==> src/shared/cfg_pkg.sv <==
`default_nettype none
package cfg_pkg;
  // ==========================================================
  // register selection on the host access port
  localparam logic REG_ALARM_FILTER = 1'h0;
  localparam logic REG_GATE_CALC = 1'h1;
  localparam int REG_W = 16;
  // ==========================================================
  // alarm-filter configuration fields
  localparam int AF_CH1_CUR_WIN = 0;
  localparam int AF_CH1_CUR_EN = 1;
  localparam int AF_CH1_TEMP_WIN = 2;
  localparam int AF_CH1_TEMP_EN = 3;
  localparam int AF_CH2_CUR_WIN = 4;
  localparam int AF_CH2_CUR_EN = 5;
  localparam int AF_CH2_TEMP_WIN = 6;
  localparam int AF_CH2_TEMP_EN = 7;
  localparam int AF_FILT_LSB = 8;
  localparam int AF_FILT_W = 4;
  localparam logic [7:0] AF_ALERT_RESET = 8'h00;
  localparam logic [3:0] AF_FILT_RESET = 4'h0;
  // ==========================================================
  // gate-calculation configuration fields
  localparam int GC_CH1_SRC_LSB = 0;
  localparam int GC_CH1_TSRC = 2;
  localparam int GC_CH1_PTRIG = 3;
  localparam int GC_CH1_TTRIG = 4;
  localparam int GC_CH1_LOAD = 5;
  localparam int GC_CH2_SRC_LSB = 6;
  localparam int GC_CH2_TSRC = 8;
  localparam int GC_CH2_PTRIG = 9;
  localparam int GC_CH2_TTRIG = 10;
  localparam int GC_CH2_LOAD = 11;
  localparam int GC_CLAMP_LSB = 12;
  localparam int GC_EQ = 15;
  localparam logic [11:0] GC_RW_RESET = 12'h000;
  localparam logic [2:0] GC_CLAMP_RESET = 3'h0;
  localparam logic GC_EQ_RESET = 1'h0;
  // ==========================================================
  // parameter source codes, 01 is reserved
  localparam logic [1:0] SRC_STORED = 2'h0;
  localparam logic [1:0] SRC_RESERVED = 2'h1;
  localparam logic [1:0] SRC_DRAIN = 2'h2;
  localparam logic [1:0] SRC_AUX = 2'h3;
  // ==========================================================
  // averaging
  localparam int INIT_SAMPLES = 16;
  localparam int SHIFT_SIXTEENTH = 4;
  localparam int SHIFT_QUARTER = 2;
  localparam int SAMPLE_W = 12;
endpackage
`default_nettype wire

==> src/verilog/alarm_and_gate_calc_config.sv <==
`default_nettype none
module alarm_and_gate_calc_config #(
  parameter int W = cfg_pkg::SAMPLE_W
) (
  input wire logic ref_clk,
  input wire logic rstn,
  input wire logic ce,
  // ==========================================================
  // host register access
  input wire logic reg_wr,
  input wire logic reg_rd,
  input wire logic reg_sel,
  input wire logic [cfg_pkg::REG_W-1:0] reg_wdata,
  output logic [cfg_pkg::REG_W-1:0] reg_rdata_q,
  // ==========================================================
  // alert configuration to the comparators
  output logic ch1_current_alert_en,
  output logic ch1_current_alert_window_sel,
  output logic ch1_temp_alert_en,
  output logic ch1_temp_alert_window_sel,
  output logic ch2_current_alert_en,
  output logic ch2_current_alert_window_sel,
  output logic ch2_temp_alert_en,
  output logic ch2_temp_alert_window_sel,
  // ==========================================================
  // measurement samples, one-cycle valid strobes
  input wire logic ext_temp1_valid,
  input wire logic [W-1:0] ext_temp1,
  input wire logic ext_temp2_valid,
  input wire logic [W-1:0] ext_temp2,
  input wire logic die_temp_valid,
  input wire logic [W-1:0] die_temp,
  input wire logic drain1_valid,
  input wire logic [W-1:0] drain1,
  input wire logic drain2_valid,
  input wire logic [W-1:0] drain2,
  input wire logic aux_analog_input_valid,
  input wire logic [W-1:0] aux_analog_input,
  // ==========================================================
  // filtered values
  output logic [W-1:0] ch1_temp_avg,
  output logic ch1_temp_avg_valid,
  output logic [W-1:0] ch1_param_avg,
  output logic ch1_param_avg_valid,
  output logic [W-1:0] ch2_temp_avg,
  output logic ch2_temp_avg_valid,
  output logic [W-1:0] ch2_param_avg,
  output logic ch2_param_avg_valid,
  // ==========================================================
  // recalculation triggering
  input wire logic ch1_temp_changed,
  input wire logic ch2_temp_changed,
  input wire logic ch1_param_changed,
  input wire logic ch2_param_changed,
  input wire logic ch1_param_write,
  input wire logic ch2_param_write,
  input wire logic ch1_vset_write,
  input wire logic ch2_vset_write,
  output logic ch1_recalc_q,
  output logic ch2_recalc_q,
  output logic ch1_temp_source_sel,
  output logic ch2_temp_source_sel,
  output logic [1:0] ch1_param_source_sel,
  output logic [1:0] ch2_param_source_sel,
  // ==========================================================
  // gate result routing to the converter registers
  input wire logic ch1_calc_done,
  input wire logic ch2_calc_done,
  input wire logic [W-1:0] ch1_gate_voltage_result,
  input wire logic [W-1:0] ch2_gate_voltage_result,
  output logic [W-1:0] ch1_dac_data_q,
  output logic [W-1:0] ch2_dac_data_q,
  output logic ch1_dac_in_load_q,
  output logic ch1_dac_out_load_q,
  output logic ch2_dac_in_load_q,
  output logic ch2_dac_out_load_q
);
  // ==========================================================
  // source decoding shared by both channels
  function automatic logic [W:0] param_sample(
    input logic [1:0] src,
    input logic drain_v,
    input logic [W-1:0] drain,
    input logic aux_v,
    input logic [W-1:0] aux
  );
    // the reserved code feeds nothing, as the stored value does
    if (src == cfg_pkg::SRC_DRAIN) begin
      return {drain_v, drain};
    end else if (src == cfg_pkg::SRC_AUX) begin
      return {aux_v, aux};
    end else begin
      return {1'b0, {W{1'b0}}};
    end
  endfunction

  function automatic logic recalc(
    input logic ttrig,
    input logic ptrig,
    input logic [1:0] src,
    input logic temp_chg,
    input logic param_chg,
    input logic param_wr,
    input logic vset_wr
  );
    logic from_param;
    // a stored-value source retriggers on register writes, sampled ones on sample changes
    from_param = (src == cfg_pkg::SRC_STORED) ? param_wr : (src[1] & param_chg);
    return (ttrig & temp_chg) | (ptrig & from_param) | vset_wr;
  endfunction

  // ==========================================================
  // configuration registers
  logic [7:0] alert_q, alert_d;
  logic [cfg_pkg::AF_FILT_W-1:0] filt_q, filt_d;
  logic [11:0] gc_q, gc_d;
  logic [2:0] clamp_q, clamp_d;
  logic eq_q, eq_d;
  logic [cfg_pkg::REG_W-1:0] rdata_d;

  always_comb begin
    alert_d = alert_q;
    filt_d = filt_q;
    gc_d = gc_q;
    clamp_d = clamp_q;
    eq_d = eq_q;
    rdata_d = reg_rdata_q;
    if (reg_wr) begin
      if (reg_sel == cfg_pkg::REG_ALARM_FILTER) begin
        // bits 15:12 have no storage, so a write there has no effect
        alert_d = reg_wdata[7:0];
        filt_d = reg_wdata[cfg_pkg::AF_FILT_LSB +: cfg_pkg::AF_FILT_W];
      end else begin
        gc_d = reg_wdata[11:0];
        clamp_d = reg_wdata[cfg_pkg::GC_CLAMP_LSB +: 3];
        eq_d = reg_wdata[cfg_pkg::GC_EQ];
      end
    end
    // write-only bits are left out of the readback on purpose
    if (reg_rd) begin
      if (reg_sel == cfg_pkg::REG_ALARM_FILTER) begin
        rdata_d = {8'h00, alert_q};
      end else begin
        rdata_d = {4'h0, gc_q};
      end
    end
  end

  always_ff @(posedge ref_clk or negedge rstn) begin
    if (!rstn) begin
      alert_q <= cfg_pkg::AF_ALERT_RESET;
      filt_q <= cfg_pkg::AF_FILT_RESET;
      gc_q <= cfg_pkg::GC_RW_RESET;
      clamp_q <= cfg_pkg::GC_CLAMP_RESET;
      eq_q <= cfg_pkg::GC_EQ_RESET;
      reg_rdata_q <= 16'h0000;
    end else if (ce) begin
      alert_q <= alert_d;
      filt_q <= filt_d;
      gc_q <= gc_d;
      clamp_q <= clamp_d;
      eq_q <= eq_d;
      reg_rdata_q <= rdata_d;
    end
  end

  // ==========================================================
  // configuration outputs
  assign ch1_current_alert_en = alert_q[cfg_pkg::AF_CH1_CUR_EN];
  assign ch1_current_alert_window_sel = alert_q[cfg_pkg::AF_CH1_CUR_WIN];
  assign ch1_temp_alert_en = alert_q[cfg_pkg::AF_CH1_TEMP_EN];
  assign ch1_temp_alert_window_sel = alert_q[cfg_pkg::AF_CH1_TEMP_WIN];
  assign ch2_current_alert_en = alert_q[cfg_pkg::AF_CH2_CUR_EN];
  assign ch2_current_alert_window_sel = alert_q[cfg_pkg::AF_CH2_CUR_WIN];
  assign ch2_temp_alert_en = alert_q[cfg_pkg::AF_CH2_TEMP_EN];
  assign ch2_temp_alert_window_sel = alert_q[cfg_pkg::AF_CH2_TEMP_WIN];
  assign ch1_temp_source_sel = gc_q[cfg_pkg::GC_CH1_TSRC];
  assign ch2_temp_source_sel = gc_q[cfg_pkg::GC_CH2_TSRC];
  assign ch1_param_source_sel = gc_q[cfg_pkg::GC_CH1_SRC_LSB +: 2];
  assign ch2_param_source_sel = gc_q[cfg_pkg::GC_CH2_SRC_LSB +: 2];

  // ==========================================================
  // averaging filters: 0 ch1 temp, 1 ch1 param, 2 ch2 temp, 3 ch2 param
  logic [3:0] f_valid;
  logic [W-1:0] f_sample [4];
  logic [W-1:0] f_avg [4];
  logic [3:0] f_avg_valid;
  logic [W:0] p1_smp;
  logic [W:0] p2_smp;

  always_comb begin
    p1_smp = param_sample(ch1_param_source_sel, drain1_valid, drain1, aux_analog_input_valid, aux_analog_input);
    p2_smp = param_sample(ch2_param_source_sel, drain2_valid, drain2, aux_analog_input_valid, aux_analog_input);
    // temperature filters follow the selected sensor
    if (ch1_temp_source_sel) begin
      f_valid[0] = die_temp_valid;
      f_sample[0] = die_temp;
    end else begin
      f_valid[0] = ext_temp1_valid;
      f_sample[0] = ext_temp1;
    end
    if (ch2_temp_source_sel) begin
      f_valid[2] = die_temp_valid;
      f_sample[2] = die_temp;
    end else begin
      f_valid[2] = ext_temp2_valid;
      f_sample[2] = ext_temp2;
    end
    f_valid[1] = p1_smp[W];
    f_sample[1] = p1_smp[W-1:0];
    f_valid[3] = p2_smp[W];
    f_sample[3] = p2_smp[W-1:0];
  end

  // only the ch2 temperature filter has its equation and clamp programmable here
  for (genvar i = 0; i < 4; i++) begin : g_filt
    track_avg #(
      .W(W),
      .N(cfg_pkg::INIT_SAMPLES)
    ) u_avg (
      .ref_clk(ref_clk),
      .rstn(rstn),
      .ce(ce),
      .enable(filt_q[i]),
      .sample_valid(f_valid[i]),
      .sample(f_sample[i]),
      .quarter_sel((i == 2) ? eq_q : 1'b0),
      .clamp_code((i == 2) ? clamp_q : 3'h0),
      .avg_q(f_avg[i]),
      .avg_valid_q(f_avg_valid[i])
    );
  end

  assign ch1_temp_avg = f_avg[0];
  assign ch1_temp_avg_valid = f_avg_valid[0];
  assign ch1_param_avg = f_avg[1];
  assign ch1_param_avg_valid = f_avg_valid[1];
  assign ch2_temp_avg = f_avg[2];
  assign ch2_temp_avg_valid = f_avg_valid[2];
  assign ch2_param_avg = f_avg[3];
  assign ch2_param_avg_valid = f_avg_valid[3];

  // ==========================================================
  // recalculation requests and result routing
  logic ch1_recalc_d, ch2_recalc_d;
  logic [W-1:0] ch1_dac_d, ch2_dac_d;
  logic ch1_in_d, ch1_out_d, ch2_in_d, ch2_out_d;

  always_comb begin
    ch1_recalc_d = recalc(gc_q[cfg_pkg::GC_CH1_TTRIG], gc_q[cfg_pkg::GC_CH1_PTRIG], ch1_param_source_sel,
                          ch1_temp_changed, ch1_param_changed, ch1_param_write, ch1_vset_write);
    ch2_recalc_d = recalc(gc_q[cfg_pkg::GC_CH2_TTRIG], gc_q[cfg_pkg::GC_CH2_PTRIG], ch2_param_source_sel,
                          ch2_temp_changed, ch2_param_changed, ch2_param_write, ch2_vset_write);
    ch1_dac_d = ch1_calc_done ? ch1_gate_voltage_result : ch1_dac_data_q;
    ch2_dac_d = ch2_calc_done ? ch2_gate_voltage_result : ch2_dac_data_q;
    ch1_in_d = ch1_calc_done;
    ch2_in_d = ch2_calc_done;
    // output register follows only when the channel is not held for a later load
    ch1_out_d = ch1_calc_done & ~gc_q[cfg_pkg::GC_CH1_LOAD];
    ch2_out_d = ch2_calc_done & ~gc_q[cfg_pkg::GC_CH2_LOAD];
  end

  always_ff @(posedge ref_clk or negedge rstn) begin
    if (!rstn) begin
      ch1_recalc_q <= 1'b0;
      ch2_recalc_q <= 1'b0;
      ch1_dac_data_q <= '0;
      ch2_dac_data_q <= '0;
      ch1_dac_in_load_q <= 1'b0;
      ch1_dac_out_load_q <= 1'b0;
      ch2_dac_in_load_q <= 1'b0;
      ch2_dac_out_load_q <= 1'b0;
    end else if (ce) begin
      ch1_recalc_q <= ch1_recalc_d;
      ch2_recalc_q <= ch2_recalc_d;
      ch1_dac_data_q <= ch1_dac_d;
      ch2_dac_data_q <= ch2_dac_d;
      ch1_dac_in_load_q <= ch1_in_d;
      ch1_dac_out_load_q <= ch1_out_d;
      ch2_dac_in_load_q <= ch2_in_d;
      ch2_dac_out_load_q <= ch2_out_d;
    end
  end
endmodule
`default_nettype wire

==> src/verilog/track_avg.sv <==
`default_nettype none
// ==========================================================
// one averaging filter: block average of the first samples, then tracking
module track_avg #(
  parameter int W = cfg_pkg::SAMPLE_W,
  parameter int N = cfg_pkg::INIT_SAMPLES
) (
  input wire logic ref_clk,
  input wire logic rstn,
  input wire logic ce,
  input wire logic enable,
  input wire logic sample_valid,
  input wire logic [W-1:0] sample,
  input wire logic quarter_sel,
  input wire logic [2:0] clamp_code,
  output logic [W-1:0] avg_q,
  output logic avg_valid_q
);
  localparam int CW = $clog2(N) + 1;
  localparam int SW = W + $clog2(N);
  typedef enum logic {ACQUIRE, TRACK} avg_state_t;
  avg_state_t state_q, state_d;
  logic [CW-1:0] cnt_q, cnt_d;
  logic [SW-1:0] sum_q, sum_d;
  logic [W-1:0] avg_d;
  logic avg_valid_d;
  logic signed [W+1:0] diff;
  logic signed [W+1:0] lim;
  logic signed [W+1:0] step;
  logic [SW-1:0] sum_new;

  always_comb begin
    state_d = state_q;
    cnt_d = cnt_q;
    sum_d = sum_q;
    avg_d = avg_q;
    avg_valid_d = avg_valid_q;
    diff = $signed({2'b00, sample}) - $signed({2'b00, avg_q});
    lim = $signed({{(W-1){1'b0}}, 3'h0}) + (W+2)'((1 << clamp_code) - 1);
    // clamp magnitude before scaling, so the step never exceeds the limit
    if (clamp_code != 3'h0) begin
      if (diff > lim) begin
        diff = lim;
      end else if (diff < -lim) begin
        diff = -lim;
      end
    end
    // equation choice acts only once tracking, never during acquisition
    step = quarter_sel ? (diff >>> cfg_pkg::SHIFT_QUARTER) : (diff >>> cfg_pkg::SHIFT_SIXTEENTH);
    sum_new = sum_q + SW'(sample);
    if (!enable) begin
      state_d = ACQUIRE;
      cnt_d = '0;
      sum_d = '0;
      avg_valid_d = 1'b0;
    end else if (sample_valid) begin
      case (state_q)
        ACQUIRE: begin
          sum_d = sum_new;
          cnt_d = cnt_q + CW'(1);
          if (cnt_q == CW'(N - 1)) begin
            avg_d = W'(sum_new >> $clog2(N));
            avg_valid_d = 1'b1;
            state_d = TRACK;
          end
        end
        TRACK: begin
          avg_d = W'($signed({2'b00, avg_q}) + step);
        end
        default: state_d = ACQUIRE;
      endcase
    end
  end

  always_ff @(posedge ref_clk or negedge rstn) begin
    if (!rstn) begin
      state_q <= ACQUIRE;
      cnt_q <= '0;
      sum_q <= '0;
      avg_q <= '0;
      avg_valid_q <= 1'b0;
    end else if (ce) begin
      state_q <= state_d;
      cnt_q <= cnt_d;
      sum_q <= sum_d;
      avg_q <= avg_d;
      avg_valid_q <= avg_valid_d;
    end
  end
endmodule
`default_nettype wire
==> config.mk <==
export PLATFORM = sky130hd
export DESIGN_NAME = alarm_and_gate_calc_config
export DESIGN_NICKNAME = d
export VERILOG_FILES = /design/src/shared/cfg_pkg.sv /design/src/verilog/alarm_and_gate_calc_config.sv /design/src/verilog/track_avg.sv
export SDC_FILE = /design/constraint.sdc
export NUM_CORES = 1
export LEC_CHECK = 0
export BUFFER_PORTS_ARGS = -buffer_cell sky130_fd_sc_hd__buf_4
export CAP_MARGIN = 5
export CELL_PAD_IN_SITES_DETAIL_PLACEMENT = 1
export CELL_PAD_IN_SITES_GLOBAL_PLACEMENT = 2
export CORE_ASPECT_RATIO = 0.75
export CORE_UTILIZATION = 38
export CTS_CLUSTER_DIAMETER = 50
export DETAILED_ROUTE_END_ITERATION = 10
export PLACE_DENSITY_LB_ADDON = 0.1
export SKIP_CTS_REPAIR_TIMING = 1
export SLEW_MARGIN = 10
export SYNTH_ARGS = -nofsm -noshare
export SYNTH_HDL_FRONTEND = slang
export SYNTH_HIERARCHICAL = 1
export SYNTH_SLANG_ARGS = --single-unit
==> constraint.sdc <==
create_clock -name ref_clk -period 20.1 [get_ports ref_clk]
set_input_delay 1.005 -clock ref_clk [delete_from_list [all_inputs] [get_ports ref_clk]]
set_output_delay 1.005 -clock ref_clk [all_outputs]
set_load 0.01 [all_outputs]
==> results by group <==
Finish
  – Nets: between 3,000 and 4,000
  – Layout cells sized above 1: 16.9%
  – Fin area: roughly 25,000 um^2
  – Fill cells: 6,453
  – Multi-input logic area: about 15,000 um^2
  – Sequential Area: between 5000 and 6000 um^2
  – P&R area growth vs syn: 16.5%

Routing
  – Final WL: 71,300 um
  – Vias: roughly 19,000
  – First DRT Iteration DRCs: 898
  – # DRC: 34
  – WL/cell: ~21 um
  – ANT nets after route: 0
  – Vias per std cell: approximately 5.6
  – Drt first pass iters: 8

Setup path
  – Bufs and invs on worst path: 1
  – Crit path DAT: ~8.5 ns
  – Crit-path slowest cell: dfrtp_1
  – Critical path launch point type: register
  – CP max FO: 17
  – CP delay by family, top: compound AO/OA/AOI/OAI gates
  – Crit path required time: between 20 and 25 ns
  – Crit path largest cell delay: 1.00 ns
  – Worst setup EP type: register
  – Critical path class: register to register

STA
  – Worst slew pin tran: about 1.2 ns
  – Post-route setup TNS: 0 ns
  – Max Clock Skew: around 0.037 ns
  – Setup repair after global routing missed its margin: false
  – Max-slew headroom: between 15 and 20%
  – Max frequency: roughly 0.13 GHz
  – Slew Limit Fails: 0
  – Final setup viols: 0
  – Final min period: roughly 8 ns
  – Final setup margin: around 12 ns
  – Final hold violations: 0
  – Crit share post-route: 39.7%

Pwr
  – Pwr Density: a little over 100 nW/um^2
  – Comb power frac: a little under three fifths
  – Leak pwr: ~12 nW
  – Sw Pwr: between 1 and 1.5 mW
  – Pint: roughly 1.4 mW
  – Clock power share: ~21%
  – Switching Share: a little under half
  – Sequential share of power: a little over a fifth
  – Pwr Total: roughly 2.5 mW
  – Peak supply drop: roughly 0.000058 V

Floorplan
  – Initial Util: between 30 and 40%
  – Core footprint: 54,700 um^2
  – Die X: between 200 and 300 um
  – FP Rows: 74
  – Die area: approximately 57,000 um^2
  – Die H: slightly above 200 um
  – # IOs: 246

Hold path
  – HP Class: input pin to asynchronous set/reset pin

Placed design
  – PortBufs: between 200 and 250
  – DP HPWL: slightly below 60,000 um
  – DP Worst Slack: roughly 12 ns
  – Cell Area, Placed: around 24,000 um^2
  – RD Place Congestion: about 0.87

GRT
  – Initial antenna violation count: 1
  – First-pass GRT wire length: about 110,000 um
  – Total gr overflow: 0
  – Total global-route track usage: about a quarter
  – Largest net degree at the start of global routing: 80
  – Vias in the first global route: around 20,000

Logic synthesis
  – YS warnings: 6
  – Post-synth EDFFs: 0
  – Synth area leaders: dfrtp_1, ha_1, a21oi_1
  – Seq/Total Area, Yosys: approximately a quarter
  – Avg Cell Area, Syn: about 8.7 um^2
  – Post-synth top cells: ha_1, nand2_1, dfrtp_1
  – Cells after Synth: about 2,400
  – Count leader, synth: ha_1
  – Unique cell type count in the Yosys netlist: roughly 100
  – Main flop type after synthesis: dfrtp_1
  – Synthesized area: 21,100 um^2
  – Yosys top cell area share: 24.9%
  – Synth area leader: dfrtp_1
  – Synthesized flop and latch total: between 200 and 250
  – FFs w/ async S/R, synth: 100%

Clock network
  – Skew-Pair Late Insertion Delay: around 0.59 ns
  – Clock sinks: 210
  – CTS H-tree lvls: 1
  – Clk buf depth: 3
  – CTS tree: yes
  – CTS clock-pin slew for the worst setup and hold paths: roughly 0.060 ns
  – Root buffer cell: clkbuf_16
  – CTS Buf Count: 30

Status
  – Outcome: complete, but fails checks
  – Violated checks: design-rule violations

Run
  – Max Cap Viol: 0
==> power groups by stage <==
stage	combinational, mW	sequential [mW]	clock, mW
finish	1.43	0.546	0.515
global route	1.59	0.555	0.546
detailed placement	1.40	0.553	0
floorplan	1.04	0.530	0
CTS	1.41	0.546	0.531
global placement	1.36	0.550	0
==> layout by cell type, fill, tap and decap left out, types with 51 or more instances in the layout <==
cell,instances
a21o_1,54
mux2i_1,78
conb_1,62
inv_1,138
a21oi_1,175
xnor2_1,84
nand3_1,51
buf_4,249
ha_1,272
dfrtp_1,210
nor2_1,154
nor2b_1,56
nand2_1,231
mux2_2,71
o21ai_0,137
==> logic make-up (layout without fill, tap and decap cells) <==
logic type / after synthesis / in the layout / synth area share [%]
other: 5 / 64 / 0.0888
adders and majority gates: 284 / 284 / 17.2
and+or+nand+nor: 699 / 699 / 16.2
xor gates and xnor gates: 127 / 127 / 5.30
buffers and inverters: 236 / 448 / 4.85
muxes: 159 / 159 / 8.18
AOI/OAI and AO/OA: 715 / 715 / 23.3
DFF: 210 / 210 / 24.9
==> flip-flops by register name, indices dropped and copies added (netlist names), 4 cells and up <==
register / flops
alert_q: 8
ch1_dac_data_q: 12
ch2_dac_data_q: 12
filt_q: 4
g_filt.u_avg/avg_q: 48
g_filt.u_avg/avg_valid_q: 4
g_filt.u_avg/cnt_q: 20
g_filt.u_avg/state_q: 4
g_filt.u_avg/sum_q: 64
gc_q: 12
reg_rdata_q: 12
==> layer usage <==
| metal | routed length, um | global-route usage (%) | vias up |
|---|---|---|---|
| li1 | - | - | 9358 |
| met1 | 36300 | 36.6 | 9595 |
| met2 | 31600 | 39.9 | 284 |
| met3 | 2540 | 3.18 | 62 |
| met4 | 845 | 3.35 | 0 |
| met5 | 0 | 0 | - |
==> cell type report <==
class	instances	share of cell area (%)
well taps	722	3.67
clock buffers	36	3.26
diodes	2	0.0203
clock inverters	20	0.686
inverters	142	2.17
multi-input cells	2046	61.2
repair buffers	250	7.65
flip-flops and latches	210	21.3
==> per-stage QoR <==
step                      std cells  utilization, %  hold slack [ns]
after detailed placement       3370            43.2            0.474
final                          3428            45.0            0.414
after floorplan                2492               -            0.453
after CTS                      3426            45.0            0.459
after global placement         3370            43.2            0.468
after global routing           3426            45.0            0.483
==> path summary, 6_finish.rpt <==
check,from,endpoint,slack [ns],cells after the start
hold reg to reg,g_filt[1].u_avg/sum_q[3]$_DFFE_PN0P_,g_filt[1].u_avg/sum_q[3]$_DFFE_PN0P_,0.48,2
max in group asynchronous,rstn,reg_rdata_q[11]$_DFFE_PN0P_,17.37,3
min in group ref_clk,g_filt[1].u_avg/sum_q[3]$_DFFE_PN0P_,g_filt[1].u_avg/sum_q[3]$_DFFE_PN0P_,0.48,2
setup / recovery,gc_q[6]$_DFFE_PN0P_,g_filt[3].u_avg/avg_q[10]$_DFFE_PN0P_,12.12,29
setup reg to reg,gc_q[6]$_DFFE_PN0P_,g_filt[3].u_avg/avg_q[10]$_DFFE_PN0P_,12.12,29
hold / removal,rstn,ch2_dac_data_q[8]$_DFFE_PN0P_,0.41,1
No activity file was read; power rests on OpenSTA's default activity.
